$ cat src/spi_flags_pkg.sv
package spi_flags_pkg;

  // ==========================================================================
  // Register map (byte addresses) and field positions.
  // ==========================================================================
  localparam logic [7:0]  RX_BUF_OFS     = 8'h00;
  localparam logic [7:0]  SHIFT_DATA_OFS = 8'h04;
  localparam logic [7:0]  IRQ_FLAG_OFS   = 8'h08;
  localparam logic [7:0]  IRQ_MASK_OFS   = 8'h0c;
  localparam logic [7:0]  RX_MIRROR_OFS  = 8'h10;

  localparam int          VACANT_BIT     = 31;
  localparam int          OVERRUN_BIT    = 30;
  localparam int          PENDING_BIT    = 29;
  localparam int          RX_IRQ_BIT     = 0;
  localparam int          OVR_IRQ_BIT    = 1;
  localparam int          WORD_BITS      = 16;
  localparam int          IRQ_BITS       = 2;

  localparam logic        VACANT_RESET   = 1'b1;
  localparam logic [1:0]  HTRANS_NONSEQ  = 2'b10;
  localparam logic [3:0]  LAST_BIT_COUNT = 4'hf;

  typedef logic [WORD_BITS-1:0] word_t;
  typedef logic [IRQ_BITS-1:0]  irq_t;

endpackage

$ cat src/shift_link_if.sv
interface shift_link_if;
  import spi_flags_pkg::*;

  word_t tx_word;
  logic  tx_taken;
  logic  rx_done;
  word_t rx_word;

  modport core
  (
    output tx_word,
    input  tx_taken,
    input  rx_done,
    input  rx_word
  );

  modport shifter
  (
    input  tx_word,
    output tx_taken,
    output rx_done,
    output rx_word
  );
endinterface

$ cat src/spi_word_shifter.sv
module spi_word_shifter
  import spi_flags_pkg::*;
(
  input  wire logic   hclk,
  input  wire logic   hresetn,
  input  wire logic   sclk_in,
  input  wire logic   cs_n_in,
  input  wire logic   mosi_in,
  output logic        miso_out,
  output logic        miso_oe_n,
  shift_link_if.shifter link
);

  // ==========================================================================
  // Pin synchronisers.
  // ==========================================================================
  logic [2:0] sclk_sync_reg;
  logic [1:0] cs_sync_reg;
  logic [1:0] mosi_sync_reg;

  always_ff @(posedge hclk or negedge hresetn)
  begin
    if (!hresetn)
    begin
      sclk_sync_reg <= 3'h0;
      cs_sync_reg   <= 2'h3;
      mosi_sync_reg <= 2'h0;
    end
    else
    begin
      sclk_sync_reg <= {sclk_sync_reg[1:0], sclk_in};
      cs_sync_reg   <= {cs_sync_reg[0], cs_n_in};
      mosi_sync_reg <= {mosi_sync_reg[0], mosi_in};
    end
  end

  // ==========================================================================
  // Mode 0 slave shifter: sample on rising edges, drive on falling edges.
  // ==========================================================================
  logic  sclk_rise;
  logic  sclk_fall;
  logic  selected;
  logic  cs_prev_reg;
  logic  cs_prev_next;
  logic  active_reg;
  logic  active_next;
  logic  [3:0] count_reg;
  logic  [3:0] count_next;
  word_t tx_sh_reg;
  word_t tx_sh_next;
  word_t rx_sh_reg;
  word_t rx_sh_next;
  word_t rx_word_reg;
  word_t rx_word_next;
  logic  done_reg;
  logic  done_next;
  logic  taken_reg;
  logic  taken_next;
  logic  miso_reg;
  logic  miso_next;
  logic  oe_n_reg;
  logic  oe_n_next;

  assign sclk_rise = sclk_sync_reg[1] & ~sclk_sync_reg[2];
  assign sclk_fall = ~sclk_sync_reg[1] & sclk_sync_reg[2];
  assign selected  = ~cs_sync_reg[1];

  always_comb
  begin
    cs_prev_next = cs_sync_reg[1];
    active_next  = active_reg;
    count_next   = count_reg;
    tx_sh_next   = tx_sh_reg;
    rx_sh_next   = rx_sh_reg;
    rx_word_next = rx_word_reg;
    done_next    = 1'b0;
    taken_next   = 1'b0;
    miso_next    = miso_reg;
    oe_n_next    = ~selected;
    if (selected && cs_prev_reg)
    begin
      // Frame start moves the pending word into the shifter.
      active_next = 1'b1;
      count_next  = 4'h0;
      tx_sh_next  = link.tx_word;
      miso_next   = link.tx_word[WORD_BITS-1];
      taken_next  = 1'b1;
    end
    else if (!selected)
    begin
      active_next = 1'b0;
    end
    else if (active_reg && sclk_rise)
    begin
      // MSB enters first, so a finished word is already right-justified.
      rx_sh_next = {rx_sh_reg[WORD_BITS-2:0], mosi_sync_reg[1]};
      count_next = count_reg + 4'h1;
      if (count_reg == LAST_BIT_COUNT)
      begin
        // Extra clocks after the sixteenth bit must not start a second word
        // until select is released and asserted again.
        rx_word_next = {rx_sh_reg[WORD_BITS-2:0], mosi_sync_reg[1]};
        done_next    = 1'b1;
        active_next  = 1'b0;
      end
    end
    else if (active_reg && sclk_fall)
    begin
      tx_sh_next = {tx_sh_reg[WORD_BITS-2:0], 1'b0};
      miso_next  = tx_sh_reg[WORD_BITS-2];
    end
  end

  always_ff @(posedge hclk or negedge hresetn)
  begin
    if (!hresetn)
    begin
      cs_prev_reg <= 1'b1;
      active_reg  <= 1'b0;
      count_reg   <= 4'h0;
      tx_sh_reg   <= '0;
      rx_sh_reg   <= '0;
      rx_word_reg <= '0;
      done_reg    <= 1'b0;
      taken_reg   <= 1'b0;
      miso_reg    <= 1'b0;
      oe_n_reg    <= 1'b1;
    end
    else
    begin
      cs_prev_reg <= cs_prev_next;
      active_reg  <= active_next;
      count_reg   <= count_next;
      tx_sh_reg   <= tx_sh_next;
      rx_sh_reg   <= rx_sh_next;
      rx_word_reg <= rx_word_next;
      done_reg    <= done_next;
      taken_reg   <= taken_next;
      miso_reg    <= miso_next;
      oe_n_reg    <= oe_n_next;
    end
  end

  assign link.rx_done  = done_reg;
  assign link.rx_word  = rx_word_reg;
  assign link.tx_taken = taken_reg;
  assign miso_out      = miso_reg;
  assign miso_oe_n     = oe_n_reg;

endmodule

$ cat src/spi_buffer_status_flags.sv
// Implementation choices: the AHB-Lite interface to the registers and the placing of the registers.
module spi_buffer_status_flags
  import spi_flags_pkg::*;
(
  input  wire logic        hclk,
  input  wire logic        hresetn,
  input  wire logic        hsel,
  input  wire logic [31:0] haddr,
  input  wire logic [1:0]  htrans,
  input  wire logic        hwrite,
  input  wire logic [2:0]  hsize,
  input  wire logic [31:0] hwdata,
  input  wire logic        hready,
  output logic      [31:0] hrdata,
  output logic             hreadyout,
  output logic             hresp,
  input  wire logic        sclk_in,
  input  wire logic        cs_n_in,
  input  wire logic        mosi_in,
  output logic             miso_out,
  output logic             miso_oe_n,
  output logic             irq
);
  import spi_flags_pkg::*;

  shift_link_if link ();

  spi_word_shifter u_shifter
  (
    .hclk      (hclk),
    .hresetn   (hresetn),
    .sclk_in   (sclk_in),
    .cs_n_in   (cs_n_in),
    .mosi_in   (mosi_in),
    .miso_out  (miso_out),
    .miso_oe_n (miso_oe_n),
    .link      (link.shifter)
  );

  // ==========================================================================
  // Bus decode.
  // ==========================================================================
  function automatic logic hit(input logic [31:0] addr, input logic [7:0] ofs);
    hit = (addr[7:0] == ofs) && (addr[31:8] == 24'h0);
  endfunction

  logic addr_phase;
  logic rd_take;
  logic wr_take;

  assign addr_phase = hsel && (htrans == HTRANS_NONSEQ) && hready;
  assign rd_take    = addr_phase && !hwrite;
  assign wr_take    = addr_phase && hwrite;

  // ==========================================================================
  // State and next values.
  // ==========================================================================
  logic        vacant_reg;
  logic        vacant_next;
  logic        overrun_reg;
  logic        overrun_next;
  logic        pending_reg;
  logic        pending_next;
  word_t       rx_data_reg;
  word_t       rx_data_next;
  word_t       tx_data_reg;
  word_t       tx_data_next;
  irq_t        flags_reg;
  irq_t        flags_next;
  irq_t        mask_reg;
  irq_t        mask_next;
  logic        wr_pend_reg;
  logic        wr_pend_next;
  logic [31:0] wr_addr_reg;
  logic [31:0] wr_addr_next;
  logic [31:0] rdata_reg;
  logic [31:0] rdata_next;
  logic        irq_reg;
  logic        irq_next;
  logic        buf_read;
  logic        wr_shift;
  logic        wr_flags;
  logic        wr_mask;
  logic [31:0] status_word;

  assign buf_read    = rd_take && hit(haddr, RX_BUF_OFS);
  assign wr_shift    = wr_pend_reg && hit(wr_addr_reg, SHIFT_DATA_OFS);
  assign wr_flags    = wr_pend_reg && hit(wr_addr_reg, IRQ_FLAG_OFS);
  assign wr_mask     = wr_pend_reg && hit(wr_addr_reg, IRQ_MASK_OFS);
  assign status_word = {vacant_reg, overrun_reg, pending_reg, 13'h0, rx_data_reg};

  assign link.tx_word = tx_data_reg;

  always_comb
  begin
    vacant_next  = vacant_reg;
    overrun_next = overrun_reg;
    pending_next = pending_reg;
    rx_data_next = rx_data_reg;
    tx_data_next = tx_data_reg;
    flags_next   = flags_reg;
    mask_next    = mask_reg;
    wr_pend_next = wr_take;
    wr_addr_next = wr_take ? haddr : wr_addr_reg;
    rdata_next   = 32'h0;

    // Read side effects happen when the address phase is taken, so the
    // returned word shows the flags as they were before the read.
    if (rd_take)
    begin
      if (hit(haddr, RX_BUF_OFS))
      begin
        rdata_next = status_word;
      end
      else if (hit(haddr, SHIFT_DATA_OFS))
      begin
        rdata_next = {16'h0, tx_data_reg};
      end
      else if (hit(haddr, IRQ_FLAG_OFS))
      begin
        rdata_next = {30'h0, flags_reg};
      end
      else if (hit(haddr, IRQ_MASK_OFS))
      begin
        rdata_next = {30'h0, mask_reg};
      end
      else if (hit(haddr, RX_MIRROR_OFS))
      begin
        rdata_next = {16'h0, rx_data_reg};
      end
    end
    if (buf_read)
    begin
      vacant_next              = 1'b1;
      overrun_next             = 1'b0;
      flags_next[RX_IRQ_BIT]  = 1'b0;
      flags_next[OVR_IRQ_BIT] = 1'b0;
    end

    // Only the shift-data and interrupt registers take writes; of the status
    // flags in the buffer word only pending changes, set by a shift-data write.
    if (wr_shift)
    begin
      tx_data_next = hwdata[WORD_BITS-1:0];
    end
    if (wr_mask)
    begin
      mask_next = hwdata[IRQ_BITS-1:0];
    end
    if (wr_flags)
    begin
      flags_next = flags_next & ~hwdata[IRQ_BITS-1:0];
    end

    // Hardware events follow reads and clears so those lose; a shift-data write still beats tx_taken.
    if (link.tx_taken)
    begin
      pending_next = 1'b0;
    end
    if (wr_shift)
    begin
      pending_next = 1'b1;
    end
    if (link.rx_done)
    begin
      rx_data_next            = link.rx_word;
      vacant_next             = 1'b0;
      flags_next[RX_IRQ_BIT] = 1'b1;
      if (!vacant_reg)
      begin
        overrun_next             = 1'b1;
        flags_next[OVR_IRQ_BIT] = 1'b1;
      end
    end

    irq_next = |(flags_next & mask_next);
  end

  always_ff @(posedge hclk or negedge hresetn)
  begin
    if (!hresetn)
    begin
      vacant_reg  <= VACANT_RESET;
      overrun_reg <= 1'b0;
      pending_reg <= 1'b0;
      rx_data_reg <= '0;
      tx_data_reg <= '0;
      flags_reg   <= '0;
      mask_reg    <= '0;
      wr_pend_reg <= 1'b0;
      wr_addr_reg <= 32'h0;
      rdata_reg   <= 32'h0;
      irq_reg     <= 1'b0;
      hreadyout   <= 1'b0;
    end
    else
    begin
      vacant_reg  <= vacant_next;
      overrun_reg <= overrun_next;
      pending_reg <= pending_next;
      rx_data_reg <= rx_data_next;
      tx_data_reg <= tx_data_next;
      flags_reg   <= flags_next;
      mask_reg    <= mask_next;
      wr_pend_reg <= wr_pend_next;
      wr_addr_reg <= wr_addr_next;
      rdata_reg   <= rdata_next;
      irq_reg     <= irq_next;
      hreadyout   <= 1'b1;
    end
  end

  // ==========================================================================
  // Outputs. The slave never inserts wait states and always answers OKAY.
  // ==========================================================================
  assign hrdata = rdata_reg;
  assign irq    = irq_reg;
  assign hresp  = 1'b0;

endmodule

$ cat config.mk
export PLATFORM = sky130hd
export DESIGN_NAME = spi_buffer_status_flags
export DESIGN_NICKNAME = d
export VERILOG_FILES = /design/src/spi_flags_pkg.sv /design/src/shift_link_if.sv /design/src/spi_word_shifter.sv /design/src/spi_buffer_status_flags.sv
export SDC_FILE = /design/constraint.sdc
export NUM_CORES = 1
export LEC_CHECK = 0
export ABC_AREA = 1
export BUFFER_PORTS_ARGS = -buffer_cell sky130_fd_sc_hd__buf_2
export CORE_MARGIN = 2
export CORE_UTILIZATION = 30
export DETAILED_ROUTE_END_ITERATION = 16
export PLACE_DENSITY_LB_ADDON = 0.1
export SLEW_MARGIN = 5
export SYNTH_ARGS = -nofsm -noshare
export SYNTH_HDL_FRONTEND = slang
export SYNTH_SLANG_ARGS = --single-unit
$ cat constraint.sdc
create_clock -name hclk -period 3.9 [get_ports hclk]
set_input_delay 0.78 -clock hclk [delete_from_list [all_inputs] [get_ports hclk]]
set_output_delay 0.78 -clock hclk [all_outputs]
set_load 0.05 [all_outputs]
Word-level counts from Yosys, hierarchy flattened
Cells that the tools add are included.

storage, ports and cells
  register bits after elaboration = 168
  bits in latches = 0
  memory bits (writable) = 0
  memory bits (read-only) = 0
  bits of input ports = 77
  output and inout port bits = 37
  word-level logic and storage cells = 118
  memories = 0

operators by class
  add/subtract/negate cells = 1
  multipliers = 0
  div/mod/pow operators = 0
  $lt $le $gt $ge = 0
  equal/unequal tests = 11
  shift-type cells = 0
  multiplexer cells = 38
  bitwise operators = 9
  reduce and logical (&&, ||, !) cells = 35

operator list
  operator             count
  $mux 16              4
  $mux 32              2
  $mux 15              4
  $logic_not 24->1     2
  $eq 8x4->1 const B   4
  $mux 1               21
  $logic_and 1x1->1    19
  $eq 8x3->1 const B   2
  $mux 4               3
  $eq 8x5->1 const B   1
  $logic_not 8->1      1
  $mux 2               4
  $reduce_bool 2->1    4
  $reduce_and 3->1     2
  $reduce_bool 3->1    2
  $add 4x1->4 const B  1
  $and 2x2->2          2
  $eq 4x4->1 const B   1
  $not 1->1            4
  $reduce_and 2->1     2
  $reduce_and 4->1     1
  $and 1x1->1          2
  $eq 2x2->1 const B   1
  $ne 2x1->1 const B   1
  4 further kinds      4

Depth between registers and ports, before layout
  depth in word-level cells = 12
  gate-level depth with buffers = 11
  mapped depth without buffers = 11

Hierarchy
From an unflattened synthesis, not the netlist that was laid out.

second synthesis, totals
  cell total of the unflattened synthesis = 820
  area, all modules = 6,920.4 um^2

by module, submodules not included
  module                   instances  cells each  area an instance (um^2)  sequential area each (um^2)
  spi_buffer_status_flags  1          517         4,306.6                  2,328.5
  spi_word_shifter         1          303         2,613.8                  1,555.2

Worst setup path before layout
No wires, ideal clock.

  path type = input-to-reg
  start point = input port haddr[11]
  end point = register rdata_reg[10], in the netlist hrdata[10]
  library setup time = 0.073 ns
  arrival = 1.777 ns
  data required time = 3.827 ns
  slack = 2.050 ns
  stages = 9
  buffers on the path = 2
  cell sequence = nor2_1 > nand4_4 > nor2_4 > buf_6 > nand2_4 > nand2_4 > buf_12 > nand2_2 > a21oi_2

between the ends
  longest elaborated chain between the ends = 8
  elaborated cells between the ends (all ways) = 12
  those cells by class = mux: 6; reduce/logical: 6

ends and longest elaborated chain
  item                      RTL line                        RTL
  start: declaration        spi_buffer_status_flags.sv:8    input wire logic [31:0] haddr,
  $logic_not 24->1 (*)      spi_buffer_status_flags.sv:44   hit = (addr[7:0] == ofs) && (addr[31:8] == 24'h0);
  $logic_and 1x1->1         spi_buffer_status_flags.sv:44
  $mux 16                   spi_buffer_status_flags.sv:127  else if (hit(haddr, RX_MIRROR_OFS))
  $mux 16                   spi_buffer_status_flags.sv:123  else if (hit(haddr, IRQ_MASK_OFS))
  $mux 16                   spi_buffer_status_flags.sv:119  else if (hit(haddr, IRQ_FLAG_OFS))
  $mux 16                   spi_buffer_status_flags.sv:115  else if (hit(haddr, SHIFT_DATA_OFS))
  $mux 32 (*)               spi_buffer_status_flags.sv:111  if (hit(haddr, RX_BUF_OFS))
  $mux 32 (*)               spi_buffer_status_flags.sv:109  if (rd_take)
  named net rdata_next[10]  spi_buffer_status_flags.sv:77   logic [31:0] rdata_next;
  end signal: assignment    spi_buffer_status_flags.sv:207  rdata_reg <= rdata_next;
  end: declaration          spi_buffer_status_flags.sv:76   logic [31:0] rdata_reg;

Mark *: on every way through the listed nets, which the timed path passes. The rest lies on a longest branch.
A chain may end at the register's enable or synchronous reset.

Worst setup path in the final report
  start point = register wr_addr_reg[23]
  end point = register tx_data_reg[3], in the netlist link.tx_word[3]

between the ends
  longest elaborated chain between the ends = 3

ends and longest elaborated chain
  item                      RTL line                        RTL
  start: declaration        spi_buffer_status_flags.sv:74   logic [31:0] wr_addr_reg;
  start signal: assignment  spi_buffer_status_flags.sv:206  wr_addr_reg <= wr_addr_next;
  $logic_not 24->1          spi_buffer_status_flags.sv:44
  $logic_and 1x1->1         spi_buffer_status_flags.sv:44
  $logic_and 1x1->1         spi_buffer_status_flags.sv:87   assign wr_shift = wr_pend_reg && hit(wr_addr_reg, SHIFT_DATA_OFS);
  end signal: assignment    spi_buffer_status_flags.sv:202  tx_data_reg <= tx_data_next;
  end: declaration          spi_buffer_status_flags.sv:66   word_t tx_data_reg;

Every way passes these cells.

==> out/metrics.yaml <==
fillCellCount: 2268
synthSimpleGateAreaFrac_pct: 24.8
ant_nets: 0
routabilityCongestion: 0.768
yosys_warnings: 0
ctsHoldBuffers: 0
p_leak_nw: 3.98
crit_start: "wr_addr_reg[23]"
wl_um: 14100
p_per_area_nw_per_um2: 484
rsz0062_at_grt: "no"
crit_fanout: 33
first_iter_violations: 323
layout-drive-gt1-share_pct: 19.6
cts_sinks: 155
cts_made_buffers: 17
nets: 903
die_area_um2: 23200
critPathKind: "register to register"
num_vias: 4803
synth_compound_area_share_pct: 8.01
avgSynthCellArea_um2: 8.80
synth-seq-cells: 155
vias_per_cell: 4.30
start_util_pct: 30.4
num_antenna_cells: 0
drc_errors: 0
cp.arrival_ns: 2.54
clk-insertion-delay-late_ns: 0.42
dpl.cell_count: 1086
routedWlPerCell_um: 12.6
area_growth_pct: 18.1
synth_top_family_by_area: "simple AND/OR/NAND/NOR gates"
htree_levels: 4
die_x_um: 152
grt_pass1_wl_um: 24000
slew_violations: 0
setup_violations: 0
fin_tns_setup_ns: 0
synth.distinct_cells: 38
overflow: 0
synthMuxAreaShare_pct: 0
clock_tree.buffer_depth: 2
post-cts-setup-buffers: 0
max_slew_margin_pct: 27.3
post_cts_resized: 0
dieHeight_um: 152
antenna_found_initial: 0
dpl.hpwl_um: 9680
synth_xor_area_share_pct: 0.265
yosysSeqAreaShare_pct: 58.8
io-pin-count: 114
final_min_period_over_clock_period_pct: 57.2
clkTransAtPathRegs_ns: 0.06
final_cell_count_no_fill: 1118
fmax_mhz: 448
synth_top_area_cell: "dfrtp_1"
yosysTopAreaCellShare_pct: 57.2
grt_max_degree: 88
tightest_slew_ns: 1.09
synth_fa_ha_area_share_pct: 0.189
portBuffers: 80
hold_path.class: "input pin to async pin"
syn_inst: 751
startpoint_type: "register"
clockRootBuffer: "clkbuf_16"
syn-cell-area_um2: 6610
post-route-util_pct: 35.9
ir_worst_vdd_mv: 0.228
rr_startpoint: "wr_addr_reg[23]"
fp.coreArea_um2: 21800
grt_usage_pct: 12.9
firstDrtPassIters: 4
cp-end-kind: "register"
rows: 54
largest_reg_flops: 32
skew_ns: 0.00639
tritoncts: "done"
min_period_ns: 2.23
ys_top_cells_by_area: "dfrtp_1, nand2_1, inv_1"
hold_viol_final: 0
grt_pass1_vias: 4812
worstPathRequired_ns: 4.21
status: "completed"
drv_cap: 0
==> worst paths after layout <==
check                                        endpoint  slack, ns  depth (start not counted)
max in group asynchronous      u_shifter.tx_sh_reg[8]       2.61                          2
max                                   link.tx_word[3]       1.67                          8
min reg2reg                u_shifter.mosi_sync_reg[1]       0.35                          0
max reg2reg                           link.tx_word[3]       1.67                          8
min in group hclk          u_shifter.mosi_sync_reg[1]       0.35                          0
min                                   wr_addr_reg[22]       0.34                          1
==> critical path, stage by stage, from the launching register on <==
cell and delay [ns]:
dfrtp_1 0.37, nor2_1 0.13, nand2_1 0.08, nor2_1 0.10, nand2_1 0.09, nor2_2 0.21
nand2_1 0.67, o21ai_1 0.40, inv_2 0.05
==> report_power, final <==
group	switching, mW	internal, mW	total (mW)
Sequential	0.0622	1.73	1.79
Combinational	0.210	0.108	0.318
Clock	0.646	1.02	1.67
Total	0.918	2.86	3.78
==> area by class of cell <==
type | instances | area, um2 | area share (%)
Clock inverter | 11 | 144 | 1.84
Clock buffer | 21 | 450 | 5.77
Tap cell | 280 | 350 | 4.49
Timing Repair Buffer | 84 | 449 | 5.76
Sequential cell | 155 | 3880 | 49.8
Inverter | 73 | 274 | 3.51
Multi-Input combinational cell | 494 | 2250 | 28.9
==> metrics by stage <==
| step | instance area (um2) | hold slack, ns | setup WS, ns | power, mW |
|---|---|---|---|---|
| global route | 7800 | 0.360 | 1.33 | 3.98 |
| detailed placement | 7210 | 0.336 | 1.42 | 2.14 |
| global placement | 7210 | 0.337 | 1.38 | 2.13 |
| floorplan | 6660 | 0.331 | 2.05 | 2.03 |
| CTS | 7800 | 0.350 | 1.59 | 3.83 |
| finish | 7800 | 0.336 | 1.67 | 3.78 |
==> cell usage in the layout (no fill, tap or decap), types with 2 or more instances in the layout <==
master,instances
nand2_1,267
dfrtp_1,151
buf_2,79
inv_1,60
nor2_1,55
o21ai_1,36
o21ai_0,26
nand3_1,23
clkbuf_16,17
a31oi_1,15
conb_1,15
nand2_2,12
a21oi_2,10
inv_2,9
a21oi_1,6
nor3_1,5
nor2_2,4
clkinv_1,4
nor2_4,4
clkinvlp_4,4
dfstp_2,4
nand4_1,3
clkbuf_1,3
clkinv_2,3
bufinv_16,3
buf_4,3
nand2_4,2
==> layer usage <==
layer | share of wire [%] | GRT usage [%] | wire, um | vias to the layer above
li1 | - | - | - | 2462
met1 | 48 | 17.2 | 6790 | 2264
met2 | 48 | 20.7 | 6720 | 64
met3 | 2.7 | 2.82 | 384 | 13
met4 | 1.5 | 5.03 | 215 | 0
met5 | 0 | 0 | 0 | -
==> cells by family after synthesis <==
family | Yosys count
AOI/OAI and AO/OA | 94
xor gates and xnor gates | 2
adders and majority gates | 1
buffers and inverters | 115
DFF | 155
other | 2
and+or+nand+nor | 382
==> synthesized netlist by cell type <==
| library cell | instances |
|---|---|
| nand4_1 | 3 |
| inv_1 | 60 |
| dfstp_2 | 4 |
| nand4_4 | 1 |
| nand4_2 | 1 |
| xor2_1 | 1 |
| nor2_1 | 55 |
| o21ai_0 | 26 |
| nor3_4 | 1 |
| nand2_1 | 267 |
| a31oi_1 | 15 |
| nand2_4 | 2 |
| clkbuf_1 | 15 |
| nor3_1 | 5 |
| buf_6 | 1 |
| clkbuf_4 | 1 |
| o21ai_1 | 36 |
| nor2_4 | 4 |
| nor4_1 | 1 |
| nand2_2 | 12 |
| inv_2 | 9 |
| nand3_4 | 1 |
| nand3_1 | 23 |
| buf_2 | 8 |
| dfrtp_1 | 151 |
| a21oi_1 | 6 |
| nand3_2 | 1 |
| a21boi_0 | 1 |
| ha_1 | 1 |
| buf_12 | 1 |
| a21oi_2 | 10 |
| clkinv_1 | 4 |
| buf_1 | 2 |
| nor2_2 | 4 |
| conb_1 | 2 |
| nor3b_4 | 1 |
| buf_4 | 14 |
| xnor2_1 | 1 |
(Power assumes the default switching activity.)
